<file path="src/logic/btb_pkg.sv">
package btb_pkg;

  // ==========================================================================
  // Widths and operand fields
  localparam int          BTB_DATA_W       = 16;
  localparam int          BTB_MASK_HI_LSB  = 8;
  localparam int          BTB_OFFSET_MSB   = 6;
  localparam logic [15:0] BTB_DATA_RST     = 16'h0000;
  localparam logic [9:0]  BTB_SHORT_PAD    = 10'h000;
  localparam logic [10:0] BTB_REG_PAD      = 11'h000;
  localparam logic [8:0]  BTB_SEXT_ONES    = 9'h1ff;
  localparam logic [8:0]  BTB_SEXT_ZEROS   = 9'h000;

  // Register code that names the hardware_loop_stack in the register_operand_field
  localparam logic [4:0]  BTB_HWS_CODE     = 5'h1f;
  // Base of the peripheral region reached by the short_io_address mode
  localparam logic [15:0] BTB_IO_BASE      = 16'hffc0;

  // ==========================================================================
  // Operand spaces
  localparam logic [1:0]  BTB_SPACE_REG    = 2'h0;
  localparam logic [1:0]  BTB_SPACE_DATA   = 2'h1;
  localparam logic [1:0]  BTB_SPACE_IO     = 2'h2;

  // ==========================================================================
  // Cycle and word costs
  localparam logic [3:0]  BTB_CYC_SET_SHORT = 4'h4;
  localparam logic [3:0]  BTB_CYC_SET_LONG  = 4'h6;
  localparam logic [3:0]  BTB_CYC_BR_S_TKN  = 4'ha;
  localparam logic [3:0]  BTB_CYC_BR_S_NOT  = 4'h8;
  localparam logic [3:0]  BTB_CYC_BR_L_TKN  = 4'hc;
  localparam logic [3:0]  BTB_CYC_BR_L_NOT  = 4'ha;
  localparam logic [3:0]  BTB_CYC_EXTRA     = BTB_CYC_BR_L_TKN - BTB_CYC_BR_L_NOT;
  localparam logic [3:0]  BTB_CNT_ONE       = 4'h1;
  localparam logic [3:0]  BTB_AGE_MAX       = 4'hf;
  localparam logic [1:0]  BTB_WORDS_SHORT   = 2'h2;
  localparam logic [1:0]  BTB_WORDS_LONG    = 2'h3;

  // ==========================================================================
  // Types
  typedef enum logic [1:0] {
    BITFIELD_TEST_SET_OP    = 2'h0,
    BRANCH_IF_BITS_CLEAR_OP = 2'h1,
    BRANCH_IF_BITS_SET_OP   = 2'h2
  } btb_op_t;

  typedef enum logic [2:0] {
    MODE_REGISTER_OPERAND       = 3'h0,
    MODE_PTR_TWO_INDEX          = 3'h1,
    MODE_STACK_INDEX            = 3'h2,
    MODE_SHORT_ABSOLUTE_DATA    = 3'h3,
    MODE_SHORT_IO               = 3'h4,
    MODE_LONG_ABSOLUTE          = 3'h5
  } btb_mode_t;

  typedef enum logic [3:0] {
    ST_IDLE = 4'h1,
    ST_READ = 4'h2,
    ST_WAIT = 4'h4,
    ST_EVAL = 4'h8
  } btb_state_t;

  // ==========================================================================
  // Shared decoding
  function automatic logic btb_is_branch(input btb_op_t op);
    btb_is_branch = (op == BRANCH_IF_BITS_CLEAR_OP) || (op == BRANCH_IF_BITS_SET_OP);
  endfunction

  function automatic logic btb_half_zero(input logic [15:0] mask);
    btb_half_zero = (mask[15:BTB_MASK_HI_LSB] == 8'h00) || (mask[BTB_MASK_HI_LSB-1:0] == 8'h00);
  endfunction

  function automatic logic [3:0] btb_cycles(input btb_op_t op, input logic long_form,
                                            input logic taken);
    if (!btb_is_branch(op)) begin
      btb_cycles = long_form ? BTB_CYC_SET_LONG : BTB_CYC_SET_SHORT;
    end else if (long_form) begin
      btb_cycles = taken ? BTB_CYC_BR_L_TKN : BTB_CYC_BR_L_NOT;
    end else begin
      btb_cycles = taken ? BTB_CYC_BR_S_TKN : BTB_CYC_BR_S_NOT;
    end
  endfunction

endpackage

</file>
<file path="src/logic/btb_addr_gen.sv">
`timescale 1ns/1ps
module btb_addr_gen
  import btb_pkg::*;
(
  input  wire btb_mode_t   mode,
  input  wire logic [4:0]  register_operand_field,
  input  wire logic [5:0]  short_field,
  input  wire logic [15:0] ext_addr,
  input  wire logic [15:0] pointer_register_two,
  input  wire logic [15:0] stack_pointer,
  output logic [1:0]       space,
  output logic [15:0]      addr,
  output logic             long_form,
  output logic [1:0]       words,
  output logic             bad_operand
);

  // ==========================================================================
  // Operand address selection
  wire        is_reg   = (mode == MODE_REGISTER_OPERAND);
  wire        is_ptr   = (mode == MODE_PTR_TWO_INDEX);
  wire        is_sp    = (mode == MODE_STACK_INDEX);
  wire        is_sabs  = (mode == MODE_SHORT_ABSOLUTE_DATA);
  wire        is_io    = (mode == MODE_SHORT_IO);
  wire        is_long  = (mode == MODE_LONG_ABSOLUTE);
  wire [15:0] short_zx = {BTB_SHORT_PAD, short_field};

  assign addr = is_reg  ? {BTB_REG_PAD, register_operand_field} :
                is_ptr  ? pointer_register_two + short_zx :
                is_sp   ? stack_pointer - short_zx :
                is_sabs ? short_zx :                                   // see RQ8
                is_io   ? (BTB_IO_BASE | short_zx) :                   // see RQ9
                          ext_addr;

  assign space       = is_reg ? BTB_SPACE_REG : (is_io ? BTB_SPACE_IO : BTB_SPACE_DATA);
  assign long_form   = is_ptr | is_sp | is_long;
  assign words       = is_long ? BTB_WORDS_LONG : BTB_WORDS_SHORT;    // see RQ10
  assign bad_operand = (is_reg & (register_operand_field == BTB_HWS_CODE)) |   // see RQ3
                       ~(is_reg | is_ptr | is_sp | is_sabs | is_io | is_long);

endmodule

</file>
<file path="src/logic/btb_mask_eval.sv">
`timescale 1ns/1ps
module btb_mask_eval
  import btb_pkg::*;
(
  input  wire logic [15:0] mask,
  input  wire logic [15:0] data,
  output logic             all_set,
  output logic             all_clear,
  output logic [15:0]      set_value
);

  // ==========================================================================
  // Test of the selected bits and the set result
  wire [15:0] picked = data & mask;

  assign all_set   = (picked == mask);                                 // see RQ1
  assign all_clear = (picked == BTB_DATA_RST);                         // see RQ4
  assign set_value = data | mask;                                      // see RQ2

endmodule

</file>
<file path="src/logic/btb_exec.sv">
`timescale 1ns/1ps
// ============================================================================
// Notes on behaviour
// RQ1: Test-and-set sets carry when all mask-selected bits are one, else clears it.
// RQ2: Test-and-set then forces selected bits to one, leaving others unchanged.
// RQ3: Hardware loop stack as register operand is rejected as invalid.
// RQ4: Branch-if-clear: all selected zero sets carry and branches, else clears carry.
// RQ5: Branch-if-set: all selected one sets carry and branches, else clears carry.
// RQ6: Branch mask is 16 bits with one whole byte zero; others rejected.
// RQ7: Branch target is program counter plus sign-extended 7-bit offset.
// RQ8: Short absolute data mode addresses memory with a 6-bit absolute address.
// RQ9: Short I/O mode uses a 6-bit address inside the peripheral region.
// RQ10: Long absolute branch is 3 words, 12/10 cycles; other forms 10/8. Pointer-two and stack index branches here also take 12/10.
// RQ11: Larger branch count when taken, smaller count when not taken.
// RQ12: Carry comes from the operand as read, before any modification.
module btb_exec
  import btb_pkg::*;
(
  input  wire logic        clock,
  input  wire logic        rstn,
  input  wire logic        start,
  input  wire btb_op_t     op,
  input  wire btb_mode_t   mode,
  input  wire logic [15:0] mask,
  input  wire logic [4:0]  register_operand_field,
  input  wire logic [5:0]  short_field,
  input  wire logic [15:0] ext_addr,
  input  wire logic [6:0]  relative_branch_offset,
  input  wire logic [15:0] pc_in,
  input  wire logic [15:0] pointer_register_two,
  input  wire logic [15:0] stack_pointer,
  input  wire logic [15:0] rd_data,
  output logic             busy,
  output logic             rd_req,
  output logic [1:0]       operand_space,
  output logic [15:0]      operand_addr,
  output logic             wr_en,
  output logic [15:0]      wr_data,
  output logic             carry_we,
  output logic             carry_val,
  output logic             branch_taken,
  output logic [15:0]      branch_target,
  output logic [1:0]       instr_words,
  output logic             done,
  output logic             illegal
);

  // ==========================================================================
  // Reset release
  logic rst_meta_q;
  logic rst_sync_n_q;

  always_ff @(posedge clock or negedge rstn) begin
    if (!rstn) begin
      rst_meta_q   <= 1'b0;
      rst_sync_n_q <= 1'b0;
    end else begin
      rst_meta_q   <= 1'b1;
      rst_sync_n_q <= rst_meta_q;
    end
  end

  // ==========================================================================
  // Declarations
  btb_state_t  state_q;
  btb_state_t  state_d;
  btb_op_t     op_q;
  logic [3:0]  cnt_q;
  logic [3:0]  cnt_d;
  logic [15:0] mask_q;
  logic [15:0] opnd_q;
  logic [15:0] set_q;
  logic        cond_q;
  logic        long_q;
  logic        busy_q;
  logic        rd_req_q;
  logic [1:0]  space_q;
  logic [15:0] addr_q;
  logic        wr_en_q;
  logic [15:0] wr_data_q;
  logic        carry_we_q;
  logic        carry_val_q;
  logic        taken_q;
  logic [15:0] target_q;
  logic [1:0]  words_q;
  logic        done_q;
  logic        illegal_q;
  logic [15:0] pc_q;
  logic [6:0]  off_q;
  logic [3:0]  age_q;

  logic [1:0]  ag_space;
  logic [15:0] ag_addr;
  logic        ag_long;
  logic [1:0]  ag_words;
  logic        ag_bad;
  logic        me_all_set;
  logic        me_all_clear;
  logic [15:0] me_set_value;

  // ==========================================================================
  // Operand address and mask test
  btb_addr_gen u_addr_gen (
    .mode                   (mode),
    .register_operand_field (register_operand_field),
    .short_field            (short_field),
    .ext_addr               (ext_addr),
    .pointer_register_two   (pointer_register_two),
    .stack_pointer          (stack_pointer),
    .space                  (ag_space),
    .addr                   (ag_addr),
    .long_form              (ag_long),
    .words                  (ag_words),
    .bad_operand            (ag_bad)
  );

  // Tests the word as it arrives, so nothing written can bias the carry
  btb_mask_eval u_mask_eval (
    .mask      (mask_q),
    .data      (rd_data),
    .all_set   (me_all_set),
    .all_clear (me_all_clear),
    .set_value (me_set_value)
  );

  // ==========================================================================
  // Control decode
  wire        accept   = start & (state_q == ST_IDLE);
  wire        bad_mask = btb_is_branch(op) & ~btb_half_zero(mask);          // see RQ6
  wire        reject   = accept & (ag_bad | bad_mask);                      // see RQ3
  wire        launch   = accept & ~reject;
  wire        capture  = (state_q == ST_WAIT);
  wire        fin      = (state_q == ST_EVAL) & (cnt_q == BTB_CNT_ONE);
  wire        cond     = (op_q == BRANCH_IF_BITS_CLEAR_OP) ? me_all_clear :  // see RQ4
                                                            me_all_set;     // see RQ1
  wire        taken    = btb_is_branch(op_q) & cond;
  wire [15:0] sext_off = {relative_branch_offset[BTB_OFFSET_MSB] ? BTB_SEXT_ONES :
                          BTB_SEXT_ZEROS, relative_branch_offset};
  wire [3:0]  base_cyc = btb_cycles(op, ag_long, 1'b0);

  // Taken branches learn their extra cycles once the operand is known
  assign cnt_d = launch             ? base_cyc - BTB_CNT_ONE :
                 (capture & taken)  ? cnt_q - BTB_CNT_ONE + BTB_CYC_EXTRA :  // see RQ11
                 (state_q != ST_IDLE) ? cnt_q - BTB_CNT_ONE :
                                      cnt_q;

  always_comb begin
    case (state_q)
      ST_IDLE: state_d = launch ? ST_READ : ST_IDLE;
      ST_READ: state_d = ST_WAIT;
      ST_WAIT: state_d = ST_EVAL;
      ST_EVAL: state_d = fin ? ST_IDLE : ST_EVAL;
      default: state_d = ST_IDLE;
    endcase
  end

  // ==========================================================================
  // Sequencer
  always_ff @(posedge clock or negedge rst_sync_n_q) begin
    if (!rst_sync_n_q) begin
      state_q <= ST_IDLE;
      cnt_q   <= 4'h0;
      busy_q  <= 1'b0;
    end else begin
      state_q <= state_d;
      cnt_q   <= cnt_d;
      busy_q  <= (state_d != ST_IDLE);
    end
  end

  // ==========================================================================
  // Launch: latch the instruction and issue the operand read
  always_ff @(posedge clock or negedge rst_sync_n_q) begin
    if (!rst_sync_n_q) begin
      op_q     <= BITFIELD_TEST_SET_OP;
      mask_q   <= BTB_DATA_RST;
      long_q   <= 1'b0;
      space_q  <= BTB_SPACE_REG;
      addr_q   <= BTB_DATA_RST;
      target_q <= BTB_DATA_RST;
      words_q  <= BTB_WORDS_SHORT;
      rd_req_q <= 1'b0;
    end else begin
      rd_req_q <= launch;
      if (launch) begin
        op_q     <= op;
        mask_q   <= mask;
        long_q   <= ag_long;
        space_q  <= ag_space;
        addr_q   <= ag_addr;                                                // see RQ8
        target_q <= pc_in + sext_off;                                       // see RQ7
        words_q  <= ag_words;                                               // see RQ10
      end
    end
  end

  // ==========================================================================
  // Capture the operand as read
  always_ff @(posedge clock or negedge rst_sync_n_q) begin
    if (!rst_sync_n_q) begin
      opnd_q <= BTB_DATA_RST;
      set_q  <= BTB_DATA_RST;
      cond_q <= 1'b0;
    end else if (capture) begin
      opnd_q <= rd_data;                                                    // see RQ12
      set_q  <= me_set_value;                                               // see RQ2
      cond_q <= cond;                                                       // see RQ5
    end
  end

  // ==========================================================================
  // Results, flags presented for one cycle with done; wr_data holds until the next finish
  always_ff @(posedge clock or negedge rst_sync_n_q) begin
    if (!rst_sync_n_q) begin
      done_q      <= 1'b0;
      illegal_q   <= 1'b0;
      carry_we_q  <= 1'b0;
      carry_val_q <= 1'b0;
      taken_q     <= 1'b0;
      wr_en_q     <= 1'b0;
      wr_data_q   <= BTB_DATA_RST;
    end else begin
      done_q      <= fin | reject;
      illegal_q   <= reject;
      carry_we_q  <= fin;
      carry_val_q <= fin & cond_q;
      taken_q     <= fin & cond_q & btb_is_branch(op_q);                    // see RQ4
      wr_en_q     <= fin & (op_q == BITFIELD_TEST_SET_OP);                  // see RQ2
      if (fin) begin
        wr_data_q <= set_q;
      end
    end
  end

  // ==========================================================================
  // Checking aids
  always_ff @(posedge clock or negedge rst_sync_n_q) begin
    if (!rst_sync_n_q) begin
      pc_q  <= BTB_DATA_RST;
      off_q <= 7'h00;
      age_q <= 4'h0;
    end else begin
      if (launch) begin
        pc_q  <= pc_in;
        off_q <= relative_branch_offset;
      end
      age_q <= launch ? BTB_CNT_ONE : ((age_q != BTB_AGE_MAX) ? age_q + BTB_CNT_ONE : age_q);
    end
  end

  // ==========================================================================
  // Outputs
  assign busy          = busy_q;
  assign rd_req        = rd_req_q;
  assign operand_space = space_q;
  assign operand_addr  = addr_q;
  assign wr_en         = wr_en_q;
  assign wr_data       = wr_data_q;
  assign carry_we      = carry_we_q;
  assign carry_val     = carry_val_q;
  assign branch_taken  = taken_q;
  assign branch_target = target_q;
  assign instr_words   = words_q;
  assign done          = done_q;
  assign illegal       = illegal_q;

  // ==========================================================================
  // Assertions
  property p_set_carry;
    @(posedge clock) disable iff (!rst_sync_n_q)
    (carry_we_q && op_q == BITFIELD_TEST_SET_OP) |-> carry_val_q == ((opnd_q & mask_q) == mask_q);
  endproperty
  a_set_carry: assert property (p_set_carry) else $error("test-and-set carry wrong"); // see RQ1

  property p_set_write;
    @(posedge clock) disable iff (!rst_sync_n_q)
    wr_en_q |-> (wr_data_q == (opnd_q | mask_q)) && (operand_addr == $past(operand_addr, 3));
  endproperty
  a_set_write: assert property (p_set_write) else $error("set result wrong"); // see RQ2

  property p_hws_reject;
    @(posedge clock) disable iff (!rst_sync_n_q)
    (accept && mode == MODE_REGISTER_OPERAND && register_operand_field == BTB_HWS_CODE)
      |=> illegal_q && done_q && !rd_req_q ##1 !busy_q;
  endproperty
  a_hws_reject: assert property (p_hws_reject) else $error("loop stack operand accepted"); // see RQ3

  property p_clear_branch;
    @(posedge clock) disable iff (!rst_sync_n_q)
    (carry_we_q && op_q == BRANCH_IF_BITS_CLEAR_OP)
      |-> (carry_val_q == ((opnd_q & mask_q) == 16'h0000)) && (taken_q == carry_val_q);
  endproperty
  a_clear_branch: assert property (p_clear_branch) else $error("clear branch wrong"); // see RQ4

  property p_bits_set_branch;
    @(posedge clock) disable iff (!rst_sync_n_q)
    (carry_we_q && op_q == BRANCH_IF_BITS_SET_OP)
      |-> (carry_val_q == ((opnd_q & mask_q) == mask_q)) && (taken_q == carry_val_q);
  endproperty
  a_bits_set_branch: assert property (p_bits_set_branch) else $error("set branch wrong"); // see RQ5

  property p_mask_shape;
    @(posedge clock) disable iff (!rst_sync_n_q)
    (accept && btb_is_branch(op) && mask[15:8] != 8'h00 && mask[7:0] != 8'h00)
      |=> illegal_q && !rd_req_q;
  endproperty
  a_mask_shape: assert property (p_mask_shape) else $error("bad branch mask accepted"); // see RQ6

  property p_target;
    @(posedge clock) disable iff (!rst_sync_n_q)
    taken_q |-> branch_target == pc_q + {{9{off_q[6]}}, off_q};
  endproperty
  a_target: assert property (p_target) else $error("branch target wrong"); // see RQ7

  property p_short_abs;
    @(posedge clock) disable iff (!rst_sync_n_q)
    (launch && mode == MODE_SHORT_ABSOLUTE_DATA)
      |=> rd_req_q && operand_space == BTB_SPACE_DATA && operand_addr == {10'h000, $past(short_field)};
  endproperty
  a_short_abs: assert property (p_short_abs) else $error("short address wrong"); // see RQ8

  property p_short_io;
    @(posedge clock) disable iff (!rst_sync_n_q)
    (launch && mode == MODE_SHORT_IO)
      |=> operand_space == BTB_SPACE_IO && operand_addr == (16'hffc0 | {10'h000, $past(short_field)});
  endproperty
  a_short_io: assert property (p_short_io) else $error("I/O address wrong"); // see RQ9

  property p_long_cost;
    @(posedge clock) disable iff (!rst_sync_n_q)
    (done_q && !illegal_q && btb_is_branch(op_q))
      |-> (long_q ? age_q == (taken_q ? 4'hc : 4'ha) : age_q == (taken_q ? 4'ha : 4'h8))
          && (instr_words == ((operand_space != BTB_SPACE_REG && !long_q) ? 2'h2 : instr_words));
  endproperty
  a_long_cost: assert property (p_long_cost) else $error("branch cycle count wrong"); // see RQ10

  property p_taken_cost;
    @(posedge clock) disable iff (!rst_sync_n_q)
    (done_q && !illegal_q) |-> age_q == btb_cycles(op_q, long_q, taken_q) && !busy_q;
  endproperty
  a_taken_cost: assert property (p_taken_cost) else $error("cycle count wrong"); // see RQ11

  property p_orig_operand;
    @(posedge clock) disable iff (!rst_sync_n_q)
    wr_en_q |-> carry_val_q == ((opnd_q & mask_q) == mask_q) && ((wr_data_q & mask_q) == mask_q);
  endproperty
  a_orig_operand: assert property (p_orig_operand) else $error("carry not from original"); // see RQ12

endmodule

</file>
<file path="config.mk">
export PLATFORM = sky130hd
export DESIGN_NAME = btb_exec
export DESIGN_NICKNAME = d
export VERILOG_FILES = /design/src/logic/btb_pkg.sv /design/src/logic/btb_addr_gen.sv /design/src/logic/btb_mask_eval.sv /design/src/logic/btb_exec.sv
export SDC_FILE = /design/constraint.sdc
export NUM_CORES = 1
export LEC_CHECK = 0
export BUFFER_PORTS_ARGS = -buffer_cell sky130_fd_sc_hd__buf_4
export CELL_PAD_IN_SITES_DETAIL_PLACEMENT = 0
export CELL_PAD_IN_SITES_GLOBAL_PLACEMENT = 1
export CORE_ASPECT_RATIO = 0.7
export CORE_MARGIN = 8
export CORE_UTILIZATION = 30
export DETAILED_ROUTE_END_ITERATION = 8
export GPL_ROUTABILITY_DRIVEN = 0
export GPL_TIMING_DRIVEN = 0
export PLACE_DENSITY = 0.62
export SETUP_SLACK_MARGIN = 0.1
export SLEW_MARGIN = 40
export SYNTH_ARGS = -nofsm -noshare
export SYNTH_HDL_FRONTEND = slang
export SYNTH_SLANG_ARGS = --single-unit
</file>
<file path="constraint.sdc">
create_clock -name clock -period 3.5 [get_ports clock]
set_clock_uncertainty 0.1 [all_clocks]
set_input_delay 0.175 -clock clock [delete_from_list [all_inputs] [get_ports clock]]
set_output_delay 0.175 -clock clock [all_outputs]
set_load 0.01 [all_outputs]
</file>
==> results.cfg <==
[cts]
clock_path_buffers = 2
numCtsBuffers = 9
insertion_delay_ns = 0.35
cts_resized = 0
cts_num_sinks = 104
cts-root-buf = clkbuf_16
post_cts_buffers = 0
clk_pin_slew_ns = 0.08
cts_tree = yes
ctsHtreeMaxLevel = 3

[timing]
setup_tns_ns = 0
tightest_slew_ns = 0.676
rsz0062_at_grt = no
relSlewSlack_pct = 54.9
maxSlewViolCount = 0
fmax_mhz = 361
fin_crit_sh_pct = 79.1
hold_violations = 0
finalSetupViolations = 0
finalCriticalPeriod_ns = 2.77

[finish]
layout-drive-gt1-share_pct = 22.2
fillCellCount = 2260
design_area_sq_mm = 0.00892
layout.nets = 1174
num_antenna_cells = 0
area_growth_pct = 33.3

[yosys]
avgSynthCellArea_sq_um = 8.32
synth_edf_count = 0
synth_warnings = 0
synthFlopType = dfrtp_1
postSynth.asyncResetShare_pct = 100
yosysUniqueCellTypes = 69
netlist_instances = 804
ys_ff_latch = 104
syn-cell-area_sq_mm = 0.00669
synth-seq-area-share_pct = 38.9

[worst_setup_path]
path_max_fanout = 10
endpoint_kind = flop
worstPathArrival_ns = 2.91
critical_path_required_ns = 3.64
r2r-start = state_q[1]
setup.worst_path.class = flop to flop
crit_path_start = state_q[1]
startpoint_type = flop

[global_routing]
grt-ovfl-total = 0
antenna_found_initial = 0
grt_pass1_wl_um = 37800
grt_pass1_vias = 6450
grt_start_max_net_pins = 38
track_usage_pct = 17.4

[pwr]
leakagePower_nw = 4.20
power.total_mw = 4.15
cellPowerDensity_mw_per_mm2 = 465
max-vdd-ir-drop_mv = 0.277

[route]
first_pass_iters = 5
drc = 0
num_vias = 6539
drtIter0Drc = 411
drtAntennaViolNets = 0
viasPerCell = 5.02
wl_um = 24300
wl_per_cell_um = 18.7

[status]
status = complete, no violations

[placed_design]
dp_hpwl_um = 19500
io_buffer_count = 179
placed_area_sq_mm = 0.00844

[floorplan]
die_x_um = 194
pin_count = 182
start_util_pct = 30.7
fp.dieH_um = 141
rows = 45
core_sq_mm = 0.0218
die_area_sq_mm = 0.0274

[min_path]
hp-class = input pin to flop
min-delay-start = rd_data[11]

[run]
drv_cap = 0
## where the power goes
group	total, mW	switching, mW	leakage, nW	internal, mW
sequential	1.69	0.216	1.26	1.47
clock	1.01	0.509	0.142	0.501
combinational	1.45	0.768	2.81	0.680
## layout by cell type, fill, tap and decap left out, types with 6 or more instances in the layout
master         synthesis  final
o22ai_1                7      7
o31ai_1                9      9
buf_2                  8      8
and3_1                 8      8
clkbuf_16              0      9
nand2b_1               8      8
nor2b_1               23     23
xor2_1                13     13
nor2_1                74     74
a21oi_1               58     58
clkbuf_1              21     21
a22oi_1                7      7
nand3_1               13     13
buf_4                  2    181
o21ai_0               50     50
nor4_1                11     11
dlygate4sd3_1          0     19
o21a_1                 6      6
nor3_1                17     16
mux2i_1                7      7
nand2_1              157    157
dfrtp_1              103    102
ha_1                  33     33
a221oi_1               7      7
inv_1                 34     34
a211oi_1               8      8
xnor2_1               18     18
nand4_1                9      9
## kinds of logic (layout without fill, tap and decap cells)
family | after synthesis | count (layout) | synth area share [%]
mux | 10 | 10 | 1.55
buf+inv | 68 | 284 | 4.10
flops | 104 | 104 | 38.9
compound gates | 205 | 205 | 19.8
fa+ha+maj | 37 | 37 | 7.22
simple gates | 348 | 348 | 24.3
xor+xnor | 31 | 31 | 4.06
other cells | 1 | 2 | 0.0561
## what timing repair did
action | in CTS | in global routing
setup endpoints to repair | 0 | 0
hold buffers | 19 | 0
hold endpoints to repair | 20 | 0
## sequential cells by signal, summed over array words and instances, names as in the netlist
| name | cells |
|---|---|
| operand_space | 2 |
| instr_words | 1 |
| done | 1 |
| illegal | 1 |
| op_q | 2 |
| wr_en | 1 |
| wr_data | 16 |
| rd_req | 1 |
| rst_meta_q | 1 |
| set_q | 16 |
| mask_q | 16 |
| busy | 1 |
| rst_sync_n_q | 1 |
| carry_we | 1 |
| carry_val | 1 |
| cond_q | 1 |
| cnt_q | 4 |
| branch_target | 16 |
| branch_taken | 1 |
| state_q | 4 |
| operand_addr | 16 |
## cells in the mapped netlist, drive strengths merged (8+ instances only)
master | n | area, sq um
nand2 | 157 | 589
dfrtp | 103 | 2580
nor2 | 74 | 278
a21oi | 58 | 290
o21ai | 50 | 250
inv | 35 | 131
ha | 33 | 413
nor2b | 23 | 144
clkbuf | 22 | 83.8
xnor2 | 18 | 158
nor3 | 17 | 85.1
nand3 | 13 | 65.1
xor2 | 13 | 114
buf | 11 | 58.8
nor4 | 11 | 68.8
nand4 | 9 | 56.3
o31ai | 9 | 67.6
a211oi | 8 | 60.1
and3 | 8 | 50.1
nand2b | 8 | 50.1
## worst max-delay path, stage by stage (launching register included)
cell      delay [ns]
dfrtp_1         0.38
buf_2           0.19
nor4b_4         0.56
nand2_1         0.16
a211o_1         0.28
inv_2           0.20
clkbuf_1        0.45
nand2_1         0.15
o21ai_0         0.11
a31oi_1         0.06
## worst paths after layout
check	end	slack (ns)	cells after the start
setup / recovery	operand_addr[11]	0.73	9
hold / removal	set_q[11]	0.02	3
setup reg to reg	operand_addr[11]	0.73	9
hold reg to reg	rd_req	0.21	0
max in group asynchronous	state_q[0]	2.19	2
min in group asynchronous	rst_sync_n_q	0.04	2
## routing by layer
metal	vias to the layer above	GRT usage (%)	part of all wire [%]
li1	3273	-	-
met1	3105	26.1	53
met2	148	25.1	41
met3	13	4.07	5.2
met4	0	2.81	0.71
met5	-	0	0
## final cells by class
type	count	area [sq um]	share of cell area, %
plain buffers	33	143	1.60
clock buffers	9	225	2.53
clock inverters	7	63.8	0.715
inverters	35	131	1.47
multi-input cells	633	3820	42.8
flip-flops and latches	104	2610	29.2
well taps	282	353	3.96
repair buffers	200	1570	17.6
## stage by stage
stage | util [%] | hold slack, ns | setup slack [ns] | cells
floorplan | - | -0.221 | 0.290 | 805
global placement | 38.5 | -0.142 | -1.24 | 1266
detailed placement | 38.7 | -0.139 | 0.555 | 1268
CTS | 40.9 | 0.00425 | 0.722 | 1303
global route | 40.9 | 0.0102 | 0.463 | 1303
finish | 40.9 | 0.0156 | 0.730 | 1303
Power figures use the tool's default switching activity.
